[config.mk]
export PLATFORM = sky130hd
export DESIGN_NAME = serial_pin_setup_host
export DESIGN_NICKNAME = d
export VERILOG_FILES = /design/src/design/pinroute_pkg.sv /design/src/design/dev_write_port.sv /design/src/design/serial_pin_setup_host.sv
export SDC_FILE = /design/constraint.sdc
export NUM_CORES = 1
export LEC_CHECK = 0
export ABC_CLOCK_PERIOD_IN_PS = 3900
export BUFFER_PORTS_ARGS = -buffer_cell sky130_fd_sc_hd__buf_4
export CORE_UTILIZATION = 49
export CTS_BUF_LIST = sky130_fd_sc_hd__clkbuf_4
export CTS_CLUSTER_SIZE = 12
export DETAILED_ROUTE_END_ITERATION = 10
export HOLD_SLACK_MARGIN = 0.05
export PLACE_DENSITY = 0.85
export SLEW_MARGIN = 5
export SYNTH_ARGS = -nofsm -noshare
export SYNTH_HDL_FRONTEND = slang
export SYNTH_SLANG_ARGS = --single-unit
[constraint.sdc]
create_clock -name hclk -period 3.9 [get_ports hclk]
set_input_delay 0.195 -clock hclk [delete_from_list [all_inputs] [get_ports hclk]]
set_output_delay 0.195 -clock hclk [all_outputs]
set_load 0.01 [all_outputs]
[src/design/pinroute_pkg.sv]
// Constants and carrier types for the serial pin routing setup controller.
// Assumes one 100 MHz clock and a device reached by a plain register write port.
package pinroute_pkg;

	//////////////////////////////////////////////////////////////////////////////
	// Controller registers on the AHB-Lite bus, byte addresses.
	localparam logic [7:0] REG_CTRL = 8'h00;
	localparam logic [7:0] REG_STATUS = 8'h04;
	localparam logic [7:0] REG_PORTS = 8'h08;
	localparam int CTRL_PROFILE_LSB = 0;
	localparam int CTRL_GO_BIT = 8;
	localparam int STAT_BUSY_BIT = 0;
	localparam int STAT_DONE_BIT = 1;
	localparam int STAT_ERROR_BIT = 2;
	localparam int STAT_ENABLE_LSB = 4;
	localparam int PORTS_LATCH_LSB = 8;
	localparam logic [3:0] CTRL_PROFILE_RESET = 4'h0;

	//////////////////////////////////////////////////////////////////////////////
	// Setup profiles that software may request.
	localparam logic [3:0] PROF_STOP_ALL = 4'h0;
	localparam logic [3:0] PROF_CSI = 4'h1;
	localparam logic [3:0] PROF_LINK_B = 4'h2;
	localparam logic [3:0] PROF_IIC_START = 4'h3;
	localparam logic [3:0] PROF_IIC_ADDR = 4'h4;
	localparam logic [3:0] PROF_IIC_STOP = 4'h5;
	localparam logic [3:0] PROF_LINK_C = 4'h6;

	//////////////////////////////////////////////////////////////////////////////
	// Device register indices and field positions.
	localparam logic [7:0] DEV_STOP_TRIG = 8'h01;
	localparam logic [7:0] DEV_START_TRIG = 8'h02;
	localparam logic [7:0] DEV_MODE_CH0 = 8'h10;
	localparam logic [7:0] DEV_MODE_CH1 = 8'h11;
	localparam logic [7:0] DEV_MODE_CH2 = 8'h12;
	localparam logic [7:0] DEV_MODE_CH3 = 8'h13;
	localparam logic [7:0] DEV_CTRL_CH0 = 8'h20;
	localparam logic [7:0] DEV_CTRL_CH1 = 8'h21;
	localparam logic [7:0] DEV_CTRL_CH2 = 8'h22;
	localparam logic [7:0] DEV_CTRL_CH3 = 8'h23;
	localparam logic [7:0] DEV_PORT_DIR = 8'h30;
	localparam logic [7:0] DEV_PORT_LATCH = 8'h31;
	localparam logic [15:0] MODE_CLOCKED = 16'h0000;
	localparam logic [15:0] MODE_ASYNC = 16'h0001;
	localparam logic [15:0] MODE_TWOWIRE = 16'h0002;
	localparam logic [15:0] CH_TX = 16'h0001;
	localparam logic [15:0] CH_RX = 16'h0002;
	localparam logic [15:0] CH_OE = 16'h0004;
	localparam logic [15:0] CH_SO = 16'h0008;
	localparam logic [15:0] CH_CKO = 16'h0010;
	localparam logic [15:0] PIN_CLK = 16'h0001;
	localparam logic [15:0] PIN_DIN = 16'h0002;
	localparam logic [15:0] PIN_DOUT = 16'h0004;
	localparam logic [15:0] PIN_CTX = 16'h0008;
	localparam logic [15:0] PIN_CRX = 16'h0010;
	localparam logic [15:0] DIR_RESET = 16'h001f;
	localparam logic [15:0] LATCH_RESET = 16'h0000;
	localparam logic [15:0] ALL_BITS = 16'hffff;
	localparam logic [15:0] CH_B_PAIR = 16'h0003;
	localparam logic [15:0] CH_C_PAIR = 16'h000c;
	localparam logic [15:0] CH_ALL = 16'h000f;
	localparam logic [15:0] CH_0 = 16'h0001;

	//////////////////////////////////////////////////////////////////////////////
	// Carrier types.
	typedef struct packed {
		logic [7:0] addr;
		logic [15:0] data;
	} dev_wr_t;

	typedef struct packed {
		logic used;
		logic last;
		logic [7:0] addr;
		logic [15:0] data;
		logic [15:0] mask;
	} step_t;

	typedef enum logic [1:0] {
		ST_IDLE,
		ST_RUN,
		ST_DRAIN
	} seq_state_t;

endpackage

[src/design/dev_write_port.sv]
// Holds one device register write until the device takes it.
// Assumes the device raises ready for the cycle in which it takes a write.
`timescale 1ns/1ps
module dev_write_port (
	// Clock and reset.
	input wire logic hclk,
	input wire logic hresetn,
	// Request side.
	input wire logic in_valid,
	output logic in_ready,
	input pinroute_pkg::dev_wr_t in_wr,
	// Device side.
	output logic dev_wr_valid,
	output pinroute_pkg::dev_wr_t dev_wr,
	input wire logic dev_wr_ready
);

	logic valid_ff;
	logic nxt_valid;
	pinroute_pkg::dev_wr_t wr_ff;
	pinroute_pkg::dev_wr_t nxt_wr;

	assign in_ready = !valid_ff;
	assign dev_wr_valid = valid_ff;
	assign dev_wr = wr_ff;

	always_comb begin
		nxt_valid = valid_ff;
		nxt_wr = wr_ff;
		if (valid_ff && dev_wr_ready) begin
			nxt_valid = 1'b0;
		end
		if (in_valid && !valid_ff) begin
			nxt_valid = 1'b1;
			nxt_wr = in_wr;
		end
	end

	always_ff @(posedge hclk or negedge hresetn) begin
		if (!hresetn) begin
			valid_ff <= 1'b0;
			wr_ff <= '0;
		end else begin
			valid_ff <= nxt_valid;
			wr_ff <= nxt_wr;
		end
	end

endmodule // dev_write_port

[src/design/serial_pin_setup_host.sv]
// Setup controller that drives the serial unit's channel and pin settings.
// Assumes an AHB-Lite master for software and a device register write port.
//
// How it works
// - Async receive on ch1 keeps ch0 stopped/transmitting.
// - Clocked or two-wire ch0 keeps ch1 stopped (the address-send profile writes no stop for ch1).
// - Paired link: ch0 transmits, ch1 receives.
// - Ch1 reception also programs ch0 mode.
// - Start: clock level 1, then data 1 to 0.
// - Stop: clock level 1, then data 0 to 1.
// - Address send: fixed enables, pins direction 0, latch 1.
// - Ch2 transmit: tx 1, rx 0, pin out high.
// - Second link: ch2 transmits, ch3 receives.
// - Ch3 reception keeps ch2 stopped/transmitting.
// - Ch3 reception also programs ch2 mode.
//
// The implementer's own choices: register access over AHB-Lite and the register offsets.
`timescale 1ns/1ps
module serial_pin_setup_host #(
	parameter int MAX_STEPS = 8
) (
	// Clock and reset.
	input wire logic hclk,
	input wire logic hresetn,
	// AHB-Lite slave.
	input wire logic hsel,
	input wire logic [31:0] haddr,
	input wire logic [1:0] htrans,
	input wire logic hwrite,
	input wire logic [2:0] hsize,
	input wire logic [31:0] hwdata,
	input wire logic hready,
	output logic hreadyout,
	output logic hresp,
	output logic [31:0] hrdata,
	// Device register write port.
	output logic dev_wr_valid,
	output pinroute_pkg::dev_wr_t dev_wr,
	input wire logic dev_wr_ready,
	// Device channel enable status.
	input wire logic [3:0] unit_channel_enable_status
);

	if (MAX_STEPS != 8) begin : g_steps_check
		$error("MAX_STEPS must be 8 for the three-bit step index.");
	end

	//////////////////////////////////////////////////////////////////////////////
	// Step table.

	function automatic pinroute_pkg::step_t mk(input logic [7:0] a, input logic [15:0] d,
		input logic [15:0] m, input logic l);
		pinroute_pkg::step_t s;
		s.used = 1'b1;
		s.last = l;
		s.addr = a;
		s.data = d;
		s.mask = m;
		return s;
	endfunction

	function automatic pinroute_pkg::step_t seq_step(input logic [3:0] prof, input logic [2:0] i);
		pinroute_pkg::step_t s;
		s = '0;
		case (prof)
			pinroute_pkg::PROF_STOP_ALL: begin
				s = mk(pinroute_pkg::DEV_STOP_TRIG, pinroute_pkg::CH_ALL, pinroute_pkg::ALL_BITS,
					1'b1);
			end
			pinroute_pkg::PROF_CSI: begin
				case (i)
					3'h0: s = mk(pinroute_pkg::DEV_STOP_TRIG, pinroute_pkg::CH_B_PAIR,
						pinroute_pkg::ALL_BITS, 1'b0);
					3'h1: s = mk(pinroute_pkg::DEV_MODE_CH0, pinroute_pkg::MODE_CLOCKED,
						pinroute_pkg::ALL_BITS, 1'b0);
					3'h2: s = mk(pinroute_pkg::DEV_CTRL_CH0, pinroute_pkg::CH_TX | pinroute_pkg::CH_RX
						| pinroute_pkg::CH_OE | pinroute_pkg::CH_SO | pinroute_pkg::CH_CKO,
						pinroute_pkg::ALL_BITS, 1'b0);
					3'h3: s = mk(pinroute_pkg::DEV_PORT_DIR, pinroute_pkg::PIN_DIN,
						pinroute_pkg::PIN_CLK | pinroute_pkg::PIN_DIN | pinroute_pkg::PIN_DOUT, 1'b0);
					3'h4: s = mk(pinroute_pkg::DEV_PORT_LATCH, pinroute_pkg::PIN_CLK
						| pinroute_pkg::PIN_DOUT, pinroute_pkg::PIN_CLK | pinroute_pkg::PIN_DOUT, 1'b0);
					3'h5: s = mk(pinroute_pkg::DEV_START_TRIG, pinroute_pkg::CH_0,
						pinroute_pkg::ALL_BITS, 1'b1);
					default: s = '0;
				endcase
			end
			pinroute_pkg::PROF_LINK_B: begin
				case (i)
					3'h0: s = mk(pinroute_pkg::DEV_STOP_TRIG, pinroute_pkg::CH_B_PAIR,
						pinroute_pkg::ALL_BITS, 1'b0);
					3'h1: s = mk(pinroute_pkg::DEV_MODE_CH0, pinroute_pkg::MODE_ASYNC,
						pinroute_pkg::ALL_BITS, 1'b0);
					3'h2: s = mk(pinroute_pkg::DEV_MODE_CH1, pinroute_pkg::MODE_ASYNC,
						pinroute_pkg::ALL_BITS, 1'b0);
					3'h3: s = mk(pinroute_pkg::DEV_CTRL_CH0, pinroute_pkg::CH_TX | pinroute_pkg::CH_OE
						| pinroute_pkg::CH_SO | pinroute_pkg::CH_CKO,
						pinroute_pkg::ALL_BITS, 1'b0);
					3'h4: s = mk(pinroute_pkg::DEV_CTRL_CH1, pinroute_pkg::CH_RX,
						pinroute_pkg::ALL_BITS, 1'b0);
					3'h5: s = mk(pinroute_pkg::DEV_PORT_DIR, pinroute_pkg::PIN_DIN,
						pinroute_pkg::PIN_DIN | pinroute_pkg::PIN_DOUT, 1'b0);
					3'h6: s = mk(pinroute_pkg::DEV_PORT_LATCH, pinroute_pkg::PIN_DOUT,
						pinroute_pkg::PIN_DOUT, 1'b0);
					3'h7: s = mk(pinroute_pkg::DEV_START_TRIG, pinroute_pkg::CH_B_PAIR,
						pinroute_pkg::ALL_BITS, 1'b1);
					default: s = '0;
				endcase
			end
			pinroute_pkg::PROF_IIC_START: begin
				case (i)
					3'h0: s = mk(pinroute_pkg::DEV_STOP_TRIG, pinroute_pkg::CH_B_PAIR,
						pinroute_pkg::ALL_BITS, 1'b0);
					3'h1: s = mk(pinroute_pkg::DEV_MODE_CH0, pinroute_pkg::MODE_TWOWIRE,
						pinroute_pkg::ALL_BITS, 1'b0);
					3'h2: s = mk(pinroute_pkg::DEV_PORT_DIR, '0,
						pinroute_pkg::PIN_CLK | pinroute_pkg::PIN_DIN, 1'b0);
					3'h3: s = mk(pinroute_pkg::DEV_PORT_LATCH, pinroute_pkg::PIN_CLK
						| pinroute_pkg::PIN_DIN, pinroute_pkg::PIN_CLK | pinroute_pkg::PIN_DIN, 1'b0);
					3'h4: s = mk(pinroute_pkg::DEV_CTRL_CH0, pinroute_pkg::CH_CKO | pinroute_pkg::CH_SO,
						pinroute_pkg::ALL_BITS, 1'b0);
					3'h5: s = mk(pinroute_pkg::DEV_CTRL_CH0, pinroute_pkg::CH_CKO,
						pinroute_pkg::ALL_BITS, 1'b1);
					default: s = '0;
				endcase
			end
			pinroute_pkg::PROF_IIC_ADDR: begin
				case (i)
					3'h0: s = mk(pinroute_pkg::DEV_MODE_CH0, pinroute_pkg::MODE_TWOWIRE,
						pinroute_pkg::ALL_BITS, 1'b0);
					3'h1: s = mk(pinroute_pkg::DEV_PORT_DIR, '0,
						pinroute_pkg::PIN_CLK | pinroute_pkg::PIN_DIN, 1'b0);
					3'h2: s = mk(pinroute_pkg::DEV_PORT_LATCH, pinroute_pkg::PIN_CLK
						| pinroute_pkg::PIN_DIN, pinroute_pkg::PIN_CLK | pinroute_pkg::PIN_DIN,
						1'b0);
					3'h3: s = mk(pinroute_pkg::DEV_CTRL_CH0, pinroute_pkg::CH_TX | pinroute_pkg::CH_OE
						| pinroute_pkg::CH_CKO, pinroute_pkg::ALL_BITS, 1'b0);
					3'h4: s = mk(pinroute_pkg::DEV_START_TRIG, pinroute_pkg::CH_0,
						pinroute_pkg::ALL_BITS, 1'b1);
					default: s = '0;
				endcase
			end
			pinroute_pkg::PROF_IIC_STOP: begin
				case (i)
					3'h0: s = mk(pinroute_pkg::DEV_STOP_TRIG, pinroute_pkg::CH_0,
						pinroute_pkg::ALL_BITS, 1'b0);
					3'h1: s = mk(pinroute_pkg::DEV_CTRL_CH0, pinroute_pkg::CH_CKO,
						pinroute_pkg::ALL_BITS, 1'b0);
					3'h2: s = mk(pinroute_pkg::DEV_CTRL_CH0, pinroute_pkg::CH_CKO | pinroute_pkg::CH_SO,
						pinroute_pkg::ALL_BITS, 1'b1);
					default: s = '0;
				endcase
			end
			pinroute_pkg::PROF_LINK_C: begin
				case (i)
					3'h0: s = mk(pinroute_pkg::DEV_STOP_TRIG, pinroute_pkg::CH_C_PAIR,
						pinroute_pkg::ALL_BITS, 1'b0);
					3'h1: s = mk(pinroute_pkg::DEV_MODE_CH2, pinroute_pkg::MODE_ASYNC,
						pinroute_pkg::ALL_BITS, 1'b0);
					3'h2: s = mk(pinroute_pkg::DEV_MODE_CH3, pinroute_pkg::MODE_ASYNC,
						pinroute_pkg::ALL_BITS, 1'b0);
					3'h3: s = mk(pinroute_pkg::DEV_CTRL_CH2, pinroute_pkg::CH_TX | pinroute_pkg::CH_OE
						| pinroute_pkg::CH_SO, pinroute_pkg::ALL_BITS, 1'b0);
					3'h4: s = mk(pinroute_pkg::DEV_CTRL_CH3, pinroute_pkg::CH_RX,
						pinroute_pkg::ALL_BITS, 1'b0);
					3'h5: s = mk(pinroute_pkg::DEV_PORT_DIR, pinroute_pkg::PIN_CRX,
						pinroute_pkg::PIN_CTX | pinroute_pkg::PIN_CRX, 1'b0);
					3'h6: s = mk(pinroute_pkg::DEV_PORT_LATCH, pinroute_pkg::PIN_CTX,
						pinroute_pkg::PIN_CTX, 1'b0);
					3'h7: s = mk(pinroute_pkg::DEV_START_TRIG, pinroute_pkg::CH_C_PAIR,
						pinroute_pkg::ALL_BITS, 1'b1);
					default: s = '0;
				endcase
			end
			default: s = '0;
		endcase
		return s;
	endfunction

	//////////////////////////////////////////////////////////////////////////////
	// Bus slave.

	logic wr_pend_ff;
	logic nxt_wr_pend;
	logic [7:0] wr_addr_ff;
	logic [7:0] nxt_wr_addr;
	logic [31:0] rdata_ff;
	logic [31:0] nxt_rdata;
	logic [3:0] profile_ff;
	logic [3:0] nxt_profile;
	logic done_ff;
	logic nxt_done;
	logic error_ff;
	logic nxt_error;
	logic [15:0] dir_ff;
	logic [15:0] nxt_dir;
	logic [15:0] latch_ff;
	logic [15:0] nxt_latch;
	pinroute_pkg::seq_state_t state_ff;
	pinroute_pkg::seq_state_t nxt_state;
	logic [2:0] idx_ff;
	logic [2:0] nxt_idx;
	logic addr_phase;
	logic go_write;
	logic busy;
	logic set_done;
	logic set_error;
	logic port_valid;
	logic port_ready;
	pinroute_pkg::step_t cur;
	pinroute_pkg::step_t go_step;
	pinroute_pkg::dev_wr_t port_wr;

	assign hreadyout = 1'b1;
	assign hresp = 1'b0;
	assign hrdata = rdata_ff;
	assign addr_phase = hsel && hready && htrans[1];
	localparam int CTRL_GO = pinroute_pkg::CTRL_GO_BIT;

	assign busy = (state_ff != pinroute_pkg::ST_IDLE);
	assign go_write = wr_pend_ff && (wr_addr_ff == pinroute_pkg::REG_CTRL) && hwdata[CTRL_GO];

	always_comb begin
		nxt_wr_pend = addr_phase && hwrite;
		nxt_wr_addr = addr_phase ? {haddr[7:2], 2'b00} : wr_addr_ff;
		nxt_rdata = rdata_ff;
		nxt_profile = profile_ff;
		nxt_done = done_ff;
		nxt_error = error_ff;
		if (addr_phase && !hwrite) begin
			case ({haddr[7:2], 2'b00})
				pinroute_pkg::REG_CTRL: nxt_rdata = {28'h0000000, profile_ff};
				pinroute_pkg::REG_STATUS: nxt_rdata = {24'h000000, unit_channel_enable_status,
					1'b0, error_ff, done_ff, busy};
				pinroute_pkg::REG_PORTS: nxt_rdata = {latch_ff, dir_ff};
				default: nxt_rdata = 32'h00000000;
			endcase
		end
		if (wr_pend_ff && !busy && wr_addr_ff == pinroute_pkg::REG_CTRL) begin
			nxt_profile = hwdata[3:0];
		end
		if (wr_pend_ff && wr_addr_ff == pinroute_pkg::REG_STATUS) begin
			if (hwdata[pinroute_pkg::STAT_DONE_BIT]) begin
				nxt_done = 1'b0;
			end
			if (hwdata[pinroute_pkg::STAT_ERROR_BIT]) begin
				nxt_error = 1'b0;
			end
		end
		if (set_done) begin
			nxt_done = 1'b1;
		end
		if (set_error) begin
			nxt_error = 1'b1;
		end
	end

	always_ff @(posedge hclk or negedge hresetn) begin
		if (!hresetn) begin
			wr_pend_ff <= 1'b0;
			wr_addr_ff <= 8'h00;
			rdata_ff <= 32'h00000000;
			profile_ff <= pinroute_pkg::CTRL_PROFILE_RESET;
			done_ff <= 1'b0;
			error_ff <= 1'b0;
		end else begin
			wr_pend_ff <= nxt_wr_pend;
			wr_addr_ff <= nxt_wr_addr;
			rdata_ff <= nxt_rdata;
			profile_ff <= nxt_profile;
			done_ff <= nxt_done;
			error_ff <= nxt_error;
		end
	end

	//////////////////////////////////////////////////////////////////////////////
	// Write sequencer.

	always_comb begin
		cur = seq_step(profile_ff, idx_ff);
		go_step = seq_step(hwdata[3:0], 3'h0);
		nxt_state = state_ff;
		nxt_idx = idx_ff;
		nxt_dir = dir_ff;
		nxt_latch = latch_ff;
		set_done = 1'b0;
		set_error = 1'b0;
		port_valid = 1'b0;
		port_wr.addr = cur.addr;
		port_wr.data = cur.data;
		if (cur.addr == pinroute_pkg::DEV_PORT_DIR) begin
			port_wr.data = (dir_ff & ~cur.mask) | (cur.data & cur.mask);
		end
		if (cur.addr == pinroute_pkg::DEV_PORT_LATCH) begin
			port_wr.data = (latch_ff & ~cur.mask) | (cur.data & cur.mask);
		end
		case (state_ff)
			pinroute_pkg::ST_IDLE: begin
				if (go_write) begin
					if (go_step.used) begin
						nxt_state = pinroute_pkg::ST_RUN;
						nxt_idx = 3'h0;
					end else begin
						set_error = 1'b1;
					end
				end
			end
			pinroute_pkg::ST_RUN: begin
				port_valid = 1'b1;
				if (port_ready) begin
					if (cur.addr == pinroute_pkg::DEV_PORT_DIR) begin
						nxt_dir = port_wr.data;
					end
					if (cur.addr == pinroute_pkg::DEV_PORT_LATCH) begin
						nxt_latch = port_wr.data;
					end
					if (cur.last) begin
						nxt_state = pinroute_pkg::ST_DRAIN;
					end else begin
						nxt_idx = idx_ff + 3'h1;
					end
				end
			end
			pinroute_pkg::ST_DRAIN: begin
				if (port_ready) begin
					nxt_state = pinroute_pkg::ST_IDLE;
					set_done = 1'b1;
				end
			end
			default: nxt_state = pinroute_pkg::ST_IDLE;
		endcase
	end

	always_ff @(posedge hclk or negedge hresetn) begin
		if (!hresetn) begin
			state_ff <= pinroute_pkg::ST_IDLE;
			idx_ff <= 3'h0;
			dir_ff <= pinroute_pkg::DIR_RESET;
			latch_ff <= pinroute_pkg::LATCH_RESET;
		end else begin
			state_ff <= nxt_state;
			idx_ff <= nxt_idx;
			dir_ff <= nxt_dir;
			latch_ff <= nxt_latch;
		end
	end

	dev_write_port u_port (
		.hclk(hclk),
		.hresetn(hresetn),
		.in_valid(port_valid),
		.in_ready(port_ready),
		.in_wr(port_wr),
		.dev_wr_valid(dev_wr_valid),
		.dev_wr(dev_wr),
		.dev_wr_ready(dev_wr_ready)
	);

endmodule // serial_pin_setup_host

Word level (Yosys, flattened, before mapping)
Memory sizes are Yosys's and may differ from the RTL's.
Cells that the tools add are included.
{"block": "totals", "register_bits": 107, "latch_bits": 0, "ram_bits": 0, "romBits": 400, "inputBits": 79, "output_inout_bits": 59, "word_cells": 121, "n_memories": 2}
{"name": "(name not given)", "words": 8, "width": 25, "rd": 1, "rd_clocked_by_memory_dff": 0, "write_ports": 0, "line": "serial_pin_setup_host.sv:89", "source": "case (i)"}
{"name": "(name not given)", "words": 8, "width": 25, "rd": 1, "rd_clocked_by_memory_dff": 0, "write_ports": 0, "line": "serial_pin_setup_host.sv:155", "source": "case (i)"}
{"block": "op_classes", "n_addsub": 1, "multipliers": 0, "n_div": 0, "n_lt_le_gt_ge": 0, "eq_ne": 30, "shift": 0, "mux": 34, "n_bitwise": 7, "reduce_logical": 34}
{"operator": "41-bit one-hot mux with 6 select lines", "count": 2}
{"operator": "41-bit one-hot mux with 7 select lines", "count": 1}
{"operator": "42-bit one-hot mux with 5 select lines", "count": 1}
{"operator": "41-bit one-hot mux with 5 select lines", "count": 1}
{"operator": "41-bit one-hot mux with 3 select lines", "count": 1}
{"operator": "32-bit one-hot mux with 3 select lines", "count": 1}
{"operator": "16-bit bitwise AND", "count": 3}
{"operator": "16-bit 2-to-1 mux", "count": 2}
{"operator": "16-bit OR", "count": 2}
{"operator": "4-bit by 3-bit == test with 1-bit output, second input constant", "count": 6}
{"operator": "4-bit by 2-bit == test with 1-bit output, second input constant", "count": 4}
{"operator": "8-bit by 6-bit == test with 1-bit output, second input constant", "count": 2}
{"operator": "16-bit NOT", "count": 1}
{"operator": "1-bit 2-to-1 mux", "count": 14}
{"operator": "2-bit nonzero test", "count": 7}
{"operator": "6-bit by 1-bit == test with 1-bit output, second input constant", "count": 2}
{"operator": "3-bit 2-to-1 mux", "count": 4}
{"operator": "2-bit inequality test, second input constant", "count": 6}
{"operator": "1-bit logical AND", "count": 11}
{"operator": "2-bit 2-to-1 mux", "count": 5}
{"operator": "5-bit AND reduction", "count": 2}
{"operator": "4-bit by 1-bit == test with 1-bit output, second input constant", "count": 2}
{"operator": "4-bit logical NOT", "count": 2}
{"operator": "8-bit logical NOT", "count": 1}
{"operator": "other kinds (17)", "count": 23}

Logic depth before layout (Yosys ltp)
Gate-level depths: netlist of the first run.
{"block": "logic_depth", "ltp_word": 8, "mapped_depth": 13}

Hierarchy
A second synthesis of the first run with hierarchy kept.
{"block": "unflattened", "hier_cells": 507, "area_unflattened_um2": 5600.4}
{"mod": "serial_pin_setup_host", "n_inst": 1, "cells_per_inst": 452, "area_per_inst_um2": 4581.9, "seq_area_each_um2": 2058.2}
{"mod": "dev_write_port", "n_inst": 1, "cells_per_inst": 55, "area_per_inst_um2": 1018.5, "seq_area_each_um2": 625.6}

Worst setup path before layout of the first run
Ideal clock, no wire load.
{"block": "synth_path", "path_type": "register to register", "startpoint": "register idx_ff[0]", "endpoint": "register latch_ff[3]", "arrival_ps": 2544, "setup_slack_ps": 1228, "path_stages_with_launch": 11, "n_path_buf": 2, "cell_sequence": "dfrtp_1 ha_1 ha_1 clkbuf_1 o2111ai_1 and2_1 a31o_1 buf_6 nand4b_4 nor2_1 mux2_1"}
{"block": "synth_via", "elab_chain_cells": 8}
{"item": "start, declared", "line": "serial_pin_setup_host.sv:201", "source": "logic [2:0] idx_ff;"}
{"item": "start signal, assigned", "line": "serial_pin_setup_host.sv:342", "source": "idx_ff <= nxt_idx;"}
{"item": "3-bit == test, or another cell as far along", "line": "serial_pin_setup_host.sv:71, serial_pin_setup_host.sv:111"}
{"item": "41-bit one-hot mux with 6 select lines, or another cell as far along", "line": "serial_pin_setup_host.sv:111", "source": "case (i)"}
{"item": "41-bit one-hot mux with 7 select lines (*)", "line": "serial_pin_setup_host.sv:65", "source": "case (prof)"}
{"item": "16-bit NOT", "line": "serial_pin_setup_host.sv:292, serial_pin_setup_host.sv:295"}
{"item": "16-bit bitwise AND", "line": "serial_pin_setup_host.sv:292", "source": "port_wr.data = (dir_ff & ~cur.mask) | (cur.data & cur.mask);"}
{"item": "16-bit OR", "line": "serial_pin_setup_host.sv:292"}
{"item": "16-bit 2-to-1 mux", "line": "serial_pin_setup_host.sv:291", "source": "if (cur.addr == pinroute_pkg::DEV_PORT_DIR) begin"}
{"item": "16-bit 2-to-1 mux", "line": "serial_pin_setup_host.sv:294", "source": "if (cur.addr == pinroute_pkg::DEV_PORT_LATCH) begin"}
{"item": "end signal, assigned", "line": "serial_pin_setup_host.sv:339", "source": "latch_ff <= pinroute_pkg::LATCH_RESET;"}
{"item": "end signal, assigned", "line": "serial_pin_setup_host.sv:344", "source": "latch_ff <= nxt_latch;"}
{"item": "end, declared", "line": "serial_pin_setup_host.sv:197", "source": "logic [15:0] latch_ff;"}
Mark *: on every way between the ends. The rest lies on a longest branch, timed or not.
A chain may end at the register's enable or synchronous reset.

Worst setup path after layout of the first run
{"block": "layout_path", "startpoint": "register idx_ff[0]", "endpoint": "register latch_ff[8]"}
Same word-level chain as after synthesis.

==> results of run 1 <==
## cell type report
class / count / area share
flip-flops and latches: 103 / 0.422
multi-input cells: 355 / 0.390
repair buffers: 98 / 0.127
well taps: 136 / 0.0278
clock inverters: 7 / 0.0133
clock buffers: 9 / 0.0110
inverters: 14 / 0.00858
## Yosys cell counts (3+ instances only)
| library cell | number |
|---|---|
| a211oi_1 | 3 |
| a21oi_1 | 11 |
| a221o_1 | 11 |
| a221oi_1 | 3 |
| a22o_1 | 26 |
| a22oi_1 | 7 |
| a311oi_1 | 3 |
| and2_1 | 14 |
| and3_1 | 5 |
| buf_2 | 12 |
| buf_4 | 8 |
| buf_6 | 3 |
| clkbuf_1 | 17 |
| dfrtp_1 | 98 |
| dfstp_2 | 5 |
| ha_1 | 9 |
| inv_1 | 14 |
| mux2_2 | 14 |
| mux2i_1 | 13 |
| nand2_1 | 40 |
| nand2b_1 | 5 |
| nand3_1 | 10 |
| nand3b_1 | 5 |
| nand4_1 | 5 |
| nor2_1 | 32 |
| nor2b_1 | 34 |
| nor3_1 | 11 |
| nor4_1 | 5 |
| o21ai_0 | 39 |
| o31ai_1 | 8 |
## registers in the layout, summed over array words and instances, names as in the netlist
register / count
hrdata: 32
u_port.dev_wr: 20
dir_ff: 16
latch_ff: 16
wr_addr_ff: 6
profile_ff: 4
idx_ff: 3
state_ff: 2
done_ff: 1
error_ff: 1
u_port.dev_wr_valid: 1
wr_pend_ff: 1
## what timing repair did
item | 4_1_cts | 5_1_grt
setup endpoints to repair | 0 | 0
endpoints found under the hold margin | 83 | 0
setup buffers | 0 | 0
hold buffers | 17 | 0
## placed cells by master (no fill, tap or decap), types with 7 or more instances in the layout
master,instances
inv_1,14
nor2_1,32
a22oi_1,7
clkbuf_4,9
o21ai_0,39
nor3_1,11
a221o_1,11
ha_1,9
dlygate4sd3_1,17
nor2b_1,33
nand2_1,40
a22o_1,26
and2_1,14
dfrtp_1,98
buf_4,81
o31ai_1,8
a21oi_1,11
mux2i_1,13
nand3_1,10
mux2_2,14
## worst max-delay path by stage
stage                         start            to  slack (ns)  depth (start not counted)
after floorplan           idx_ff[0]   latch_ff[3]        1.23                         10
after global placement    idx_ff[0]   latch_ff[5]        0.60                          9
after detailed placement  idx_ff[0]  latch_ff[13]        0.47                          9
after CTS                 idx_ff[0]   latch_ff[6]        0.44                          9
after global routing      idx_ff[0]   latch_ff[6]        0.13                          9
final                     idx_ff[0]   latch_ff[8]        0.44                          9
## worst register-to-register path, cell delays in order (launching register included)
cell      delay, ns
dfrtp_1        0.53
inv_1          0.18
ha_1           0.49
or3b_1         0.42
a311oi_1       0.28
nor3_1         0.09
a31o_1         0.42
nand4b_4       0.36
nor2_2         0.47
nor2b_1        0.11
## power groups by stage
stage	Sequential, mW	Clock (mW)	Combinational (mW)
3_3_place_gp	1.18	0	0.637
3_5_place_dp	1.19	0	0.651
5_1_grt	1.18	0.612	0.742
4_1_cts	1.17	0.567	0.667
2_1_floorplan	1.18	0	0.460
6_report	1.17	0.557	0.674
## routing by layer
layer	vias up	part of all wire	wire length, um	global-route usage
li1	1985	-	-	-
met1	2100	0.44	5650	0.322
met5	-	0	0	0
met2	166	0.49	6310	0.403
met4	0	0.012	155	0.0634
met3	14	0.060	778	0.0501
## per-stage QoR
step	util	hold slack [ns]	instance area [um2]	power, mW
6_report	0.593	0.0747	6120	2.40
5_1_grt	0.593	0.0959	6120	2.53
4_1_cts	0.593	0.0613	6120	2.40
3_5_place_dp	0.562	0.348	5800	1.84
3_3_place_gp	0.562	0.339	5800	1.82
2_1_floorplan	-	-0.101	5250	1.64
## cell families after synthesis
group,after synthesis,share of synthesized area
simple gates,183,0.193
compound gates,128,0.178
flops,103,0.494
buf+inv,56,0.0531
mux,29,0.0593
fa+ha+maj,9,0.0215
other cells,2,0.00143
==> metrics.md, run 1 <==
| Metric | Value |
|---|---|
| Crit Path Category | register to register |
| First-pass GRT wire length | 21100 um |
| Mean area per synthesized cell | 10.3 um2 |
| Clock share of power | 0.232 |
| Psw | 888 uW |
| Cell count after synthesis | 510 |
| P_leak | 2.96 nW |
| Peak VDD IR | 235 uV |
| Initial DRC Count | 335 |
| Async SR Flop Fraction | 1.00 |
| Final worst-path setup slack | 0.441 ns |
| Final TNS setup | 0 ns |
| Core box area | 10300 um2 |
| R2R cell count | 9 |
| Setup Skew | 0.0201 ns |
| GPL Wtd Cong | 0.916 |
| Final min period | 3.46 ns |
| CTS resizes | 0 |
| Tcrit/Tclk final | 0.887 |
| Cell taking the most area after synthesis | dfrtp_1 |
| Rows | 37 |
| Setup slack, reg-to-reg | 0.44 ns |
| Number of buffers created by CTS | 9 |
| Area growth syn-to-layout | 17.0% |
| RSZ-0062 raised after global routing | no |
| Initial antenna violation count | 0 |
| CTS Buffer Depth | 2 |
| Place WS | 0.471 ns |
| Slew HR | 0.313 |
| Clk pin slew, worst setup/hold paths | 0.17 ns |
| Worst-Skew Late Latency | 0.48 ns |
| Placed Cells | 689 |
| Max-cap check violation count | 0 |
| Cell Chain, Critical Path | inv_1 -> ha_1 -> or3b_1 -> a311oi_1 -> nor3_1 -> a31o_1 -> nand4b_4 -> nor2_2 -> nor2b_1 |
| Hold WC Path Type | input pin to register |
| Worst-Margin Slew | 1.03 ns |
| Hold path start | unit_channel_enable_status[0] |
| Register Area | 2580 um2 |
| Worst Hold Path EP | hrdata[4] |
| Chip Width | 105 um |
| Final setup violation count | 0 |
| H-tree depth | 3 |
| Boundary pin count | 138 |
| Status | finished clean |
| #FFs+latches synth | 103 |
| Worst EP arrival | 3.81 ns |
| Top cell type's share of synthesized area | 0.469 |
| Post-synthesis sequential area ratio | 0.494 |
| CP endpoint kind | register |
| Critical path's top delay family | simple AND/OR/NAND/NOR gates |
| Final net count | 669 |
| CP required | 4.25 ns |
| Number of global-route vias before repair | 4111 |
| Final Hold Viols | 0 |
| Crit Path Max Fanout | 13 |
| Largest cells by area after synthesis | dfrtp_1 47%, a22o_1 4.4%, nor2b_1 4.1%, o21ai_0 3.7%, mux2_2 3.0% |
| CP max-delay cell | dfrtp_1 |
| Placed wire-length estimate | 8950 um |
| Die H | 105 um |
| Post-Syn Area | 5230 um2 |
| Netlist cell types | 62 |
| Layout cells sized above 1 | 0.218 |
| # fillers | 839 |
| Overflow after GRT | 0 |
| Max incr delay on CP | 0.53 ns |
| Max frequency | 289 MHz |
| Ys flop type | dfrtp_1 |
| Post-Layout Cell Count | 722 |
| Largest net degree at the start of global routing | 70 |
| Pins over their slew limit | 0 |
| WL final | 12900 um |
| Starting Density | 0.507 |
| Ant diodes | 0 |
| CTS tree | yes |
| Buf+Inv Stages, Crit Path | 1 |
| Residual DRC | 0 |
| Switching power share of the total | 0.370 |
| DR WL/cell | 17.9 um |
| Die area | 11100 um2 |
| Hold Path Depth | 3 |
| P per Cell Area | 392 nW/um2 |
| Vias/cell | 5.91 |
| Worst reg2reg endpoint | latch_ff[8] |
| Critical Path Source Type | register |
| Sequential Power Share | 0.487 |
| Multi-input logic area | 2390 um2 |
| Clock sink count | 103 |
| Drt pass-1 iters | 5 |
| Clock root buffer master | clkbuf_4 |
| Power Internal | 1.51 mW |
| Worst r2r src | idx_ff[0] |
| Total track usage | 0.242 |
| Vias | 4265 |
| Number of enable flip-flop cells after synthesis | 0 |
| Routed Antenna Nets | 0 |
| PortBufs | 74 |
| Yosys warning count | 0 |
| Comb power frac | 0.281 |
Note: power is estimated with default switching activity, not from simulation.
==> run 2, diff against run 1 <==
--- a/config.mk
+++ b/config.mk
@@ -7,12 +7,16 @@
 export LEC_CHECK = 0
 export ABC_CLOCK_PERIOD_IN_PS = 3900
 export BUFFER_PORTS_ARGS = -buffer_cell sky130_fd_sc_hd__buf_4
-export CORE_UTILIZATION = 49
+export CELL_PAD_IN_SITES_DETAIL_PLACEMENT = 0
+export CELL_PAD_IN_SITES_GLOBAL_PLACEMENT = 2
+export CORE_MARGIN = 2
+export CORE_UTILIZATION = 36
 export CTS_BUF_LIST = sky130_fd_sc_hd__clkbuf_4
 export CTS_CLUSTER_SIZE = 12
 export DETAILED_ROUTE_END_ITERATION = 10
 export HOLD_SLACK_MARGIN = 0.05
-export PLACE_DENSITY = 0.85
+export PLACE_DENSITY = 0.95
+export REMOVE_ABC_BUFFERS = 1
 export SLEW_MARGIN = 5
 export SYNTH_ARGS = -nofsm -noshare
 export SYNTH_HDL_FRONTEND = slang
==> run 2 against run 1 <==
Compared with the run above:
- fmax is essentially flat
- clock power grew 5.6%
- power is 1.3% higher
- first-iteration DRC count is 3.6% lower
- combinational power up 1%
- clock skew fell by 0.00081 ns
- hold slack gained 0.16 ns
- register-to-register slack hardly changed
- sequential power is essentially flat
- count of clock-buffer cells in the layout unchanged
- critical endpoint is now latch_ff[15]
==> metrics.md, run 2 (synthesized netlist as in run 1, its figures left out) <==
| Metric | Value |
|---|---|
| Status | finished clean |
| First-pass GRT wire length | 21000 um (-0.69%) |
| Layout cells sized above 1 | 0.222 (+0.00360) |
| Max incr delay on CP | 0.51 ns (-0.02 ns) |
| Hold WC Path Type | input pin to register |
| Commonest non-fill, non-tap cells in the layout | 98 x dfrtp_1, 84 x buf_4, 40 x nand2_1, 39 x o21ai_0, 33 x nor2b_1 |
| Cell Chain, Critical Path | inv_1 -> ha_1 -> or3b_1 -> a311oi_1 -> nor3_1 -> a31o_1 -> nand4b_4 -> nor2_2 -> nor2b_1 |
| Boundary pin count | 138 (unchanged) |
| PortBufs | 74 (unchanged) |
| Buf+Inv Stages, Crit Path | 1 (unchanged) |
| Clk pin slew, worst setup/hold paths | 0.16 ns (about the same) |
| Die H | 125 um (+18%) |
| Final core occ | 0.433 (-0.160) |
| Final net count | 673 (+0.60%) |
| Vias/cell | 5.38 (-9.0%) |
| Multi-input logic area | 2390 um2 (unchanged) |
| H-tree depth | 3 (unchanged) |
| Vias | 4166 (-2.3%) |
| Cell count along the critical path | 9 (unchanged) |
| Chip Width | 125 um (+18%) |
| Largest net degree at the start of global routing | 72 (+2.9%) |
| Post-CTS setup buffer count | 0 (unchanged) |
| Area growth syn-to-layout | 19.0% |
| Final Total Pwr | 2.43 mW (+1.3%) |
| Critical Path Source Type | register |
| Final setup violation count | 0 (unchanged) |
| Routed Antenna Nets | 0 (unchanged) |
| Setup slack, reg-to-reg | 0.44 ns (about the same) |
| Starting Density | 0.364 (-0.143) |
| Commonest non-fill, non-tap cell in the layout | dfrtp_1 |
| Crit Path Category | register to register |
| Placed wire-length estimate | 9220 um (+3.0%) |
| Core box area | 14400 um2 (+39%) |
| GPL Wtd Cong | 0.909 (-0.76%) |
| DR WL/cell | 16.8 um (-5.7%) |
| Worst-Skew Late Latency | 0.45 ns (-0.03 ns) |
| CP required | 4.22 ns (-0.03 ns) |
| Total track usage | 0.167 (-0.0752) |
| Residual DRC | 0 (unchanged) |
| Hold_ws | 0.230 ns (+0.156 ns) |
| Drt pass-1 iters | 5 (unchanged) |
| WL final | 13100 um (+1.2%) |
| Crit Path Max Fanout | 13 (unchanged) |
| Hold Path Depth | 3 (unchanged) |
| CTS tree | yes |
| P_leak | 2.98 nW (+0.72%) |
| Clock sink count | 103 (unchanged) |
| Final Hold Viols | 0 (unchanged) |
| Number of global-route vias before repair | 3945 (-4.0%) |
| Final TNS setup | 0 ns (unchanged) |
| Tcrit/Tclk final | 0.887 (about the same) |
| Hold path start | hready |
| Worst r2r src | idx_ff[0] |
| Initial DRC Count | 323 (-3.6%) |
| Max frequency | 289 MHz (about the same) |
| Die area | 15500 um2 (+40%) |
| Setup Skew | 0.0193 ns (-0.000809 ns) |
| Pins over their slew limit | 0 (unchanged) |
| CP max-delay cell | dfrtp_1 |
| R2R cell count | 9 (unchanged) |
| Final min period | 3.46 ns (-0.00127 ns) |
| CP endpoint kind | register |
| Overflow after GRT | 0 (unchanged) |
| Worst Hold Path EP | wr_pend_ff |
| # fillers | 1370 (+63%) |
| Worst-Margin Slew | 1.09 ns (+0.0624 ns) |
| Largest register FFs | 32 (unchanged) |
| Max-cap check violation count | 0 (unchanged) |
| CTS Buffer Depth | 2 (unchanged) |
| Worst reg2reg endpoint | latch_ff[15] |
| Clock root buffer master | clkbuf_4 |
| Number of buffers created by CTS | 9 (unchanged) |
| Initial antenna violation count | 1 (+1) |
| Critical path's top delay family | simple AND/OR/NAND/NOR gates |
| Slew HR | 0.271 (-0.0418) |
| Rows | 44 (+19%) |
| Worst EP arrival | 3.77 ns (-0.04 ns) |
| RSZ-0062 raised after global routing | no |
| Register Area | 2580 um2 (unchanged) |
| Peak VDD IR | 283 uV (+20%) |
| P per Cell Area | 390 nW/um2 (-0.38%) |
==> run 2: how the worst max path moves through the flow <==
stage,startpoint,end,slack [ns]
after floorplan,idx_ff[2],dir_ff[10],1.03
after global placement,idx_ff[0],latch_ff[13],0.50
after detailed placement,idx_ff[0],latch_ff[10],0.46
after CTS,idx_ff[0],latch_ff[15],0.42
after global routing,idx_ff[0],latch_ff[15],0.15
final,idx_ff[0],latch_ff[15],0.44
==> run 2: tightest hold or removal path: stages <==
cell     delay, ns
buf_4         0.11
nand3_1       0.25
nor2_1        0.10
==> run 2: routing by layer <==
| layer | part of all wire | up-vias | track usage | routed length (um) |
|---|---|---|---|---|
| met1 | 0.48 | 2042 | 0.232 | 6230 |
| met3 | 0.042 | 13 | 0.0387 | 551 |
| met5 | 0 | - | 0 | 0 |
| li1 | - | 1999 | - | - |
| met4 | 0.010 | 0 | 0.0390 | 131 |
| met2 | 0.47 | 112 | 0.265 | 6140 |
==> run 2: layout make-up <==
type | count | share of cell area
clock inverter | 7 | 0.0147
clock buffer | 9 | 0.0108
multi-input combinational | 355 | 0.384
tap | 184 | 0.0370
timing repair buffer | 102 | 0.130
inverter | 14 | 0.00844
antenna | 1 | 0.000402
sequential | 103 | 0.415
==> run 2: report_power, final <==
part | leakage [nW] | total (mW) | internal [mW] | switching, mW
logic | 1.52 | 0.683 | 0.243 | 0.440
clock network | 0.0814 | 0.588 | 0.210 | 0.378
registers | 1.38 | 1.16 | 1.11 | 0.0464
total | 2.98 | 2.43 | 1.57 | 0.865
==> run 2: through the flow <==
stage	worst slack (ns)	area, um2	std cells
3_3_place_gp	0.496	5890	740
3_5_place_dp	0.456	5890	740
2_1_floorplan	1.03	5020	472
6_report	0.442	6230	775
4_1_cts	0.419	6230	774
5_1_grt	0.150	6230	775
==> run 2: timing repair <==
| action | 4_1_cts | 5_1_grt |
|---|---|---|
| endpoints found under the hold margin | 83 | 0 |
| setup endpoints to repair | 0 | 0 |
| hold buffers | 18 | 0 |
| resized for setup | 0 | 0 |
==> run 3, diff against run 2 <==
--- a/config.mk
+++ b/config.mk
@@ -9,7 +9,6 @@
 export BUFFER_PORTS_ARGS = -buffer_cell sky130_fd_sc_hd__buf_4
 export CELL_PAD_IN_SITES_DETAIL_PLACEMENT = 0
 export CELL_PAD_IN_SITES_GLOBAL_PLACEMENT = 2
-export CORE_MARGIN = 2
 export CORE_UTILIZATION = 36
 export CTS_BUF_LIST = sky130_fd_sc_hd__clkbuf_4
 export CTS_CLUSTER_SIZE = 12
==> constraint.sdc (replaced) <==
create_clock -name hclk -period 3.9 [get_ports hclk]
set_input_delay 0.78 -clock hclk [delete_from_list [all_inputs] [get_ports hclk]]
set_output_delay 0.78 -clock hclk [all_outputs]
set_load 0.01 [all_outputs]
==> run 3 against run 2 <==
Compared with the run above:
- via count fell by 0.38%
- combinational power rose by 0.7%
- routed wire length barely moved
- sequential power barely moved
- first-iteration DRC count rose by 8.7%
- hold slack improved by 0.22 ns
- flip-flop and latch count did not move
- utilization fell by 0.46 points
- non-clock buffer count fell by 16
- count of clock-buffer cells in the layout did not move
- critical path type unchanged
- largest cell class unchanged
- highest routed layer unchanged
==> metrics.md, run 3 (synthesized netlist as in run 1, its figures left out) <==
| Metric | Value |
|---|---|
| Status | finished clean |
| CTS Buffer Depth | 2 (unchanged) |
| Number of global-route vias before repair | 3909 (-0.91%) |
| Design area | 6020 um2 (-3.3%) |
| P_leak | 2.89 nW (-2.9%) |
| Setup slack, reg-to-reg | 0.41 ns (-0.03 ns) |
| Peak VDD IR | 246 uV (-13%) |
| Post-CTS setup buffer count | 0 (unchanged) |
| Final min period | 3.49 ns (+0.0286 ns) |
| CTS resizes | 0 (unchanged) |
| Rows | 43 (-2.3%) |
| Routed Antenna Nets | 0 (unchanged) |
| Starting Density | 0.373 (+0.00847) |
| Boundary pin count | 138 (unchanged) |
| Die area | 15000 um2 (-3.2%) |
| Vias | 4150 (-0.38%) |
| R2R cell count | 9 (unchanged) |
| Clock sink count | 103 (unchanged) |
| Worst-Skew Late Latency | 0.47 ns (+0.02 ns) |
| Final TNS setup | 0 ns (unchanged) |
| Initial antenna violation count | 1 (unchanged) |
| Largest net degree at the start of global routing | 83 (+15%) |
| Hold WC Path Type | input pin to async pin |
| Final net count | 657 (-2.4%) |
| Slew HR | 0.327 (+0.0562) |
| Multi-input logic area | 2390 um2 (-0.10%) |
| Final Hold Viols | 0 (unchanged) |
| Crit Path Category | register to register |
| Worst-Margin Slew | 1.01 ns (-0.0794 ns) |
| CP required | 4.24 ns (+0.02 ns) |
| Vias/cell | 5.50 (+2.4%) |
| CP endpoint kind | register |
| GPL Wtd Cong | 0.899 (-1.1%) |
| Tcrit/Tclk final | 0.894 (+0.00732) |
| Crit Path Max Fanout | 15 (+2) |
| Commonest non-fill, non-tap cell in the layout | dfrtp_1 |
| Clock root buffer master | clkbuf_4 |
| Register Area | 2580 um2 (unchanged) |
| Core box area | 14000 um2 (-2.3%) |
| # fillers | 1360 (-0.73%) |
| Max-cap check violation count | 0 (unchanged) |
| Overflow after GRT | 0 (unchanged) |
| Clk pin slew, worst setup/hold paths | 0.17 ns (about the same) |
| DR WL/cell | 17.3 um (+2.7%) |
| Final setup violation count | 0 (unchanged) |
| Total track usage | 0.181 (+0.0144) |
| Placed inst area | 5890 um2 (+0.13%) |
| Layout cells sized above 1 | 0.229 (+0.00659) |
| PortBufs | 74 (unchanged) |
| Die H | 123 um (-1.6%) |
| Residual DRC | 0 (unchanged) |
| H-tree depth | 3 (unchanged) |
| Critical Path Source Type | register |
| Placed wire-length estimate | 9260 um (+0.46%) |
| Initial DRC Count | 351 (+8.7%) |
| Commonest non-fill, non-tap cells in the layout | 98 x dfrtp_1, 86 x buf_4, 40 x nand2_1, 39 x o21ai_0, 34 x nor2b_1 |
| Number of buffers created by CTS | 9 (unchanged) |
| P per Cell Area | 391 nW/um2 (+0.18%) |
| First-pass GRT wire length | 20900 um (-0.56%) |
| Drt pass-1 iters | 6 (+1) |
| Pins over their slew limit | 0 (unchanged) |
| Hold-fix buffers at CTS | 0 (-18) |
| Chip Width | 123 um (-1.6%) |
| WL final | 13000 um (about the same) |
| Max frequency | 287 MHz (-0.82%) |
| CTS tree | yes |
| Area growth syn-to-layout | 15.1% |
| RSZ-0062 raised after global routing | no |
| Worst EP arrival | 3.82 ns (+0.05 ns) |
| Setup Skew | 0.0221 ns (+0.00277 ns) |
| Largest register FFs | 32 (unchanged) |
[run 3: cell types whose count changed in the layout (fill, tap and decap cells not counted)]
cell | previous run | this run
buf_4 | 84 | 86
bufinv_16 | 1 | 0
clkinvlp_4 | 1 | 2
dlygate4sd3_1 | 18 | 0
inv_8 | 1 | 0
nor2b_1 | 33 | 34
nor2b_2 | 1 | 0
[run 3: layer usage]
layer	vias up	wire length, um	GRT usage
li1	1970	-	-
met1	2025	6140	0.248
met2	128	5910	0.276
met3	27	712	0.0465
met4	0	280	0.0640
met5	-	0	0
[run 3: area by class of cell]
class                      count  share of cell area
clock inverter                 6             0.00956
timing repair buffer          86               0.107
inverter                      14             0.00873
multi-input combinational    355               0.396
antenna                        1            0.000416
clock buffer                   9              0.0112
sequential                   103               0.429
tap                          180              0.0374
[run 3: worst max-delay path: stages (launching register included)]
cell and delay [ns]:
dfrtp_1 0.50, inv_1 0.19, ha_1 0.55, nor2_1 0.17, a2111oi_0 0.44, nand2_1 0.10
a31o_1 0.44, nand4b_4 0.36, nor2_2 0.51, nor2b_1 0.10
[run 3: worst paths after layout]
kind | from | end
worst min register to register | u_port.dev_wr[20] | u_port.dev_wr[20]
max in group asynchronous | hresetn | dir_ff[2]
worst min-delay path | hresetn | hrdata[24]
worst max-delay path | idx_ff[1] | latch_ff[7]
min in group hclk | dev_wr_ready | u_port.dev_wr_valid
worst max register to register | idx_ff[1] | latch_ff[7]
[run 3: power breakdown]
part | leakage (nW) | switching, mW | internal (mW)
combinational | 1.45 | 0.450 | 0.238
clock | 0.0614 | 0.366 | 0.137
sequential | 1.38 | 0.0510 | 1.11
total | 2.89 | 0.867 | 1.49
[run 3: through the flow]
step                worst slack (ns)  cells   util  total power [mW]  hold slack, ns
floorplan                      0.776    472      -              1.60           0.470
global placement               0.552    738  0.420              1.85           0.471
detailed placement             0.455    738  0.420              1.86           0.474
CTS                            0.422    753  0.429              2.37           0.437
global route                   0.238    754  0.429              2.51           0.438
finish                         0.414    754  0.429              2.35           0.449
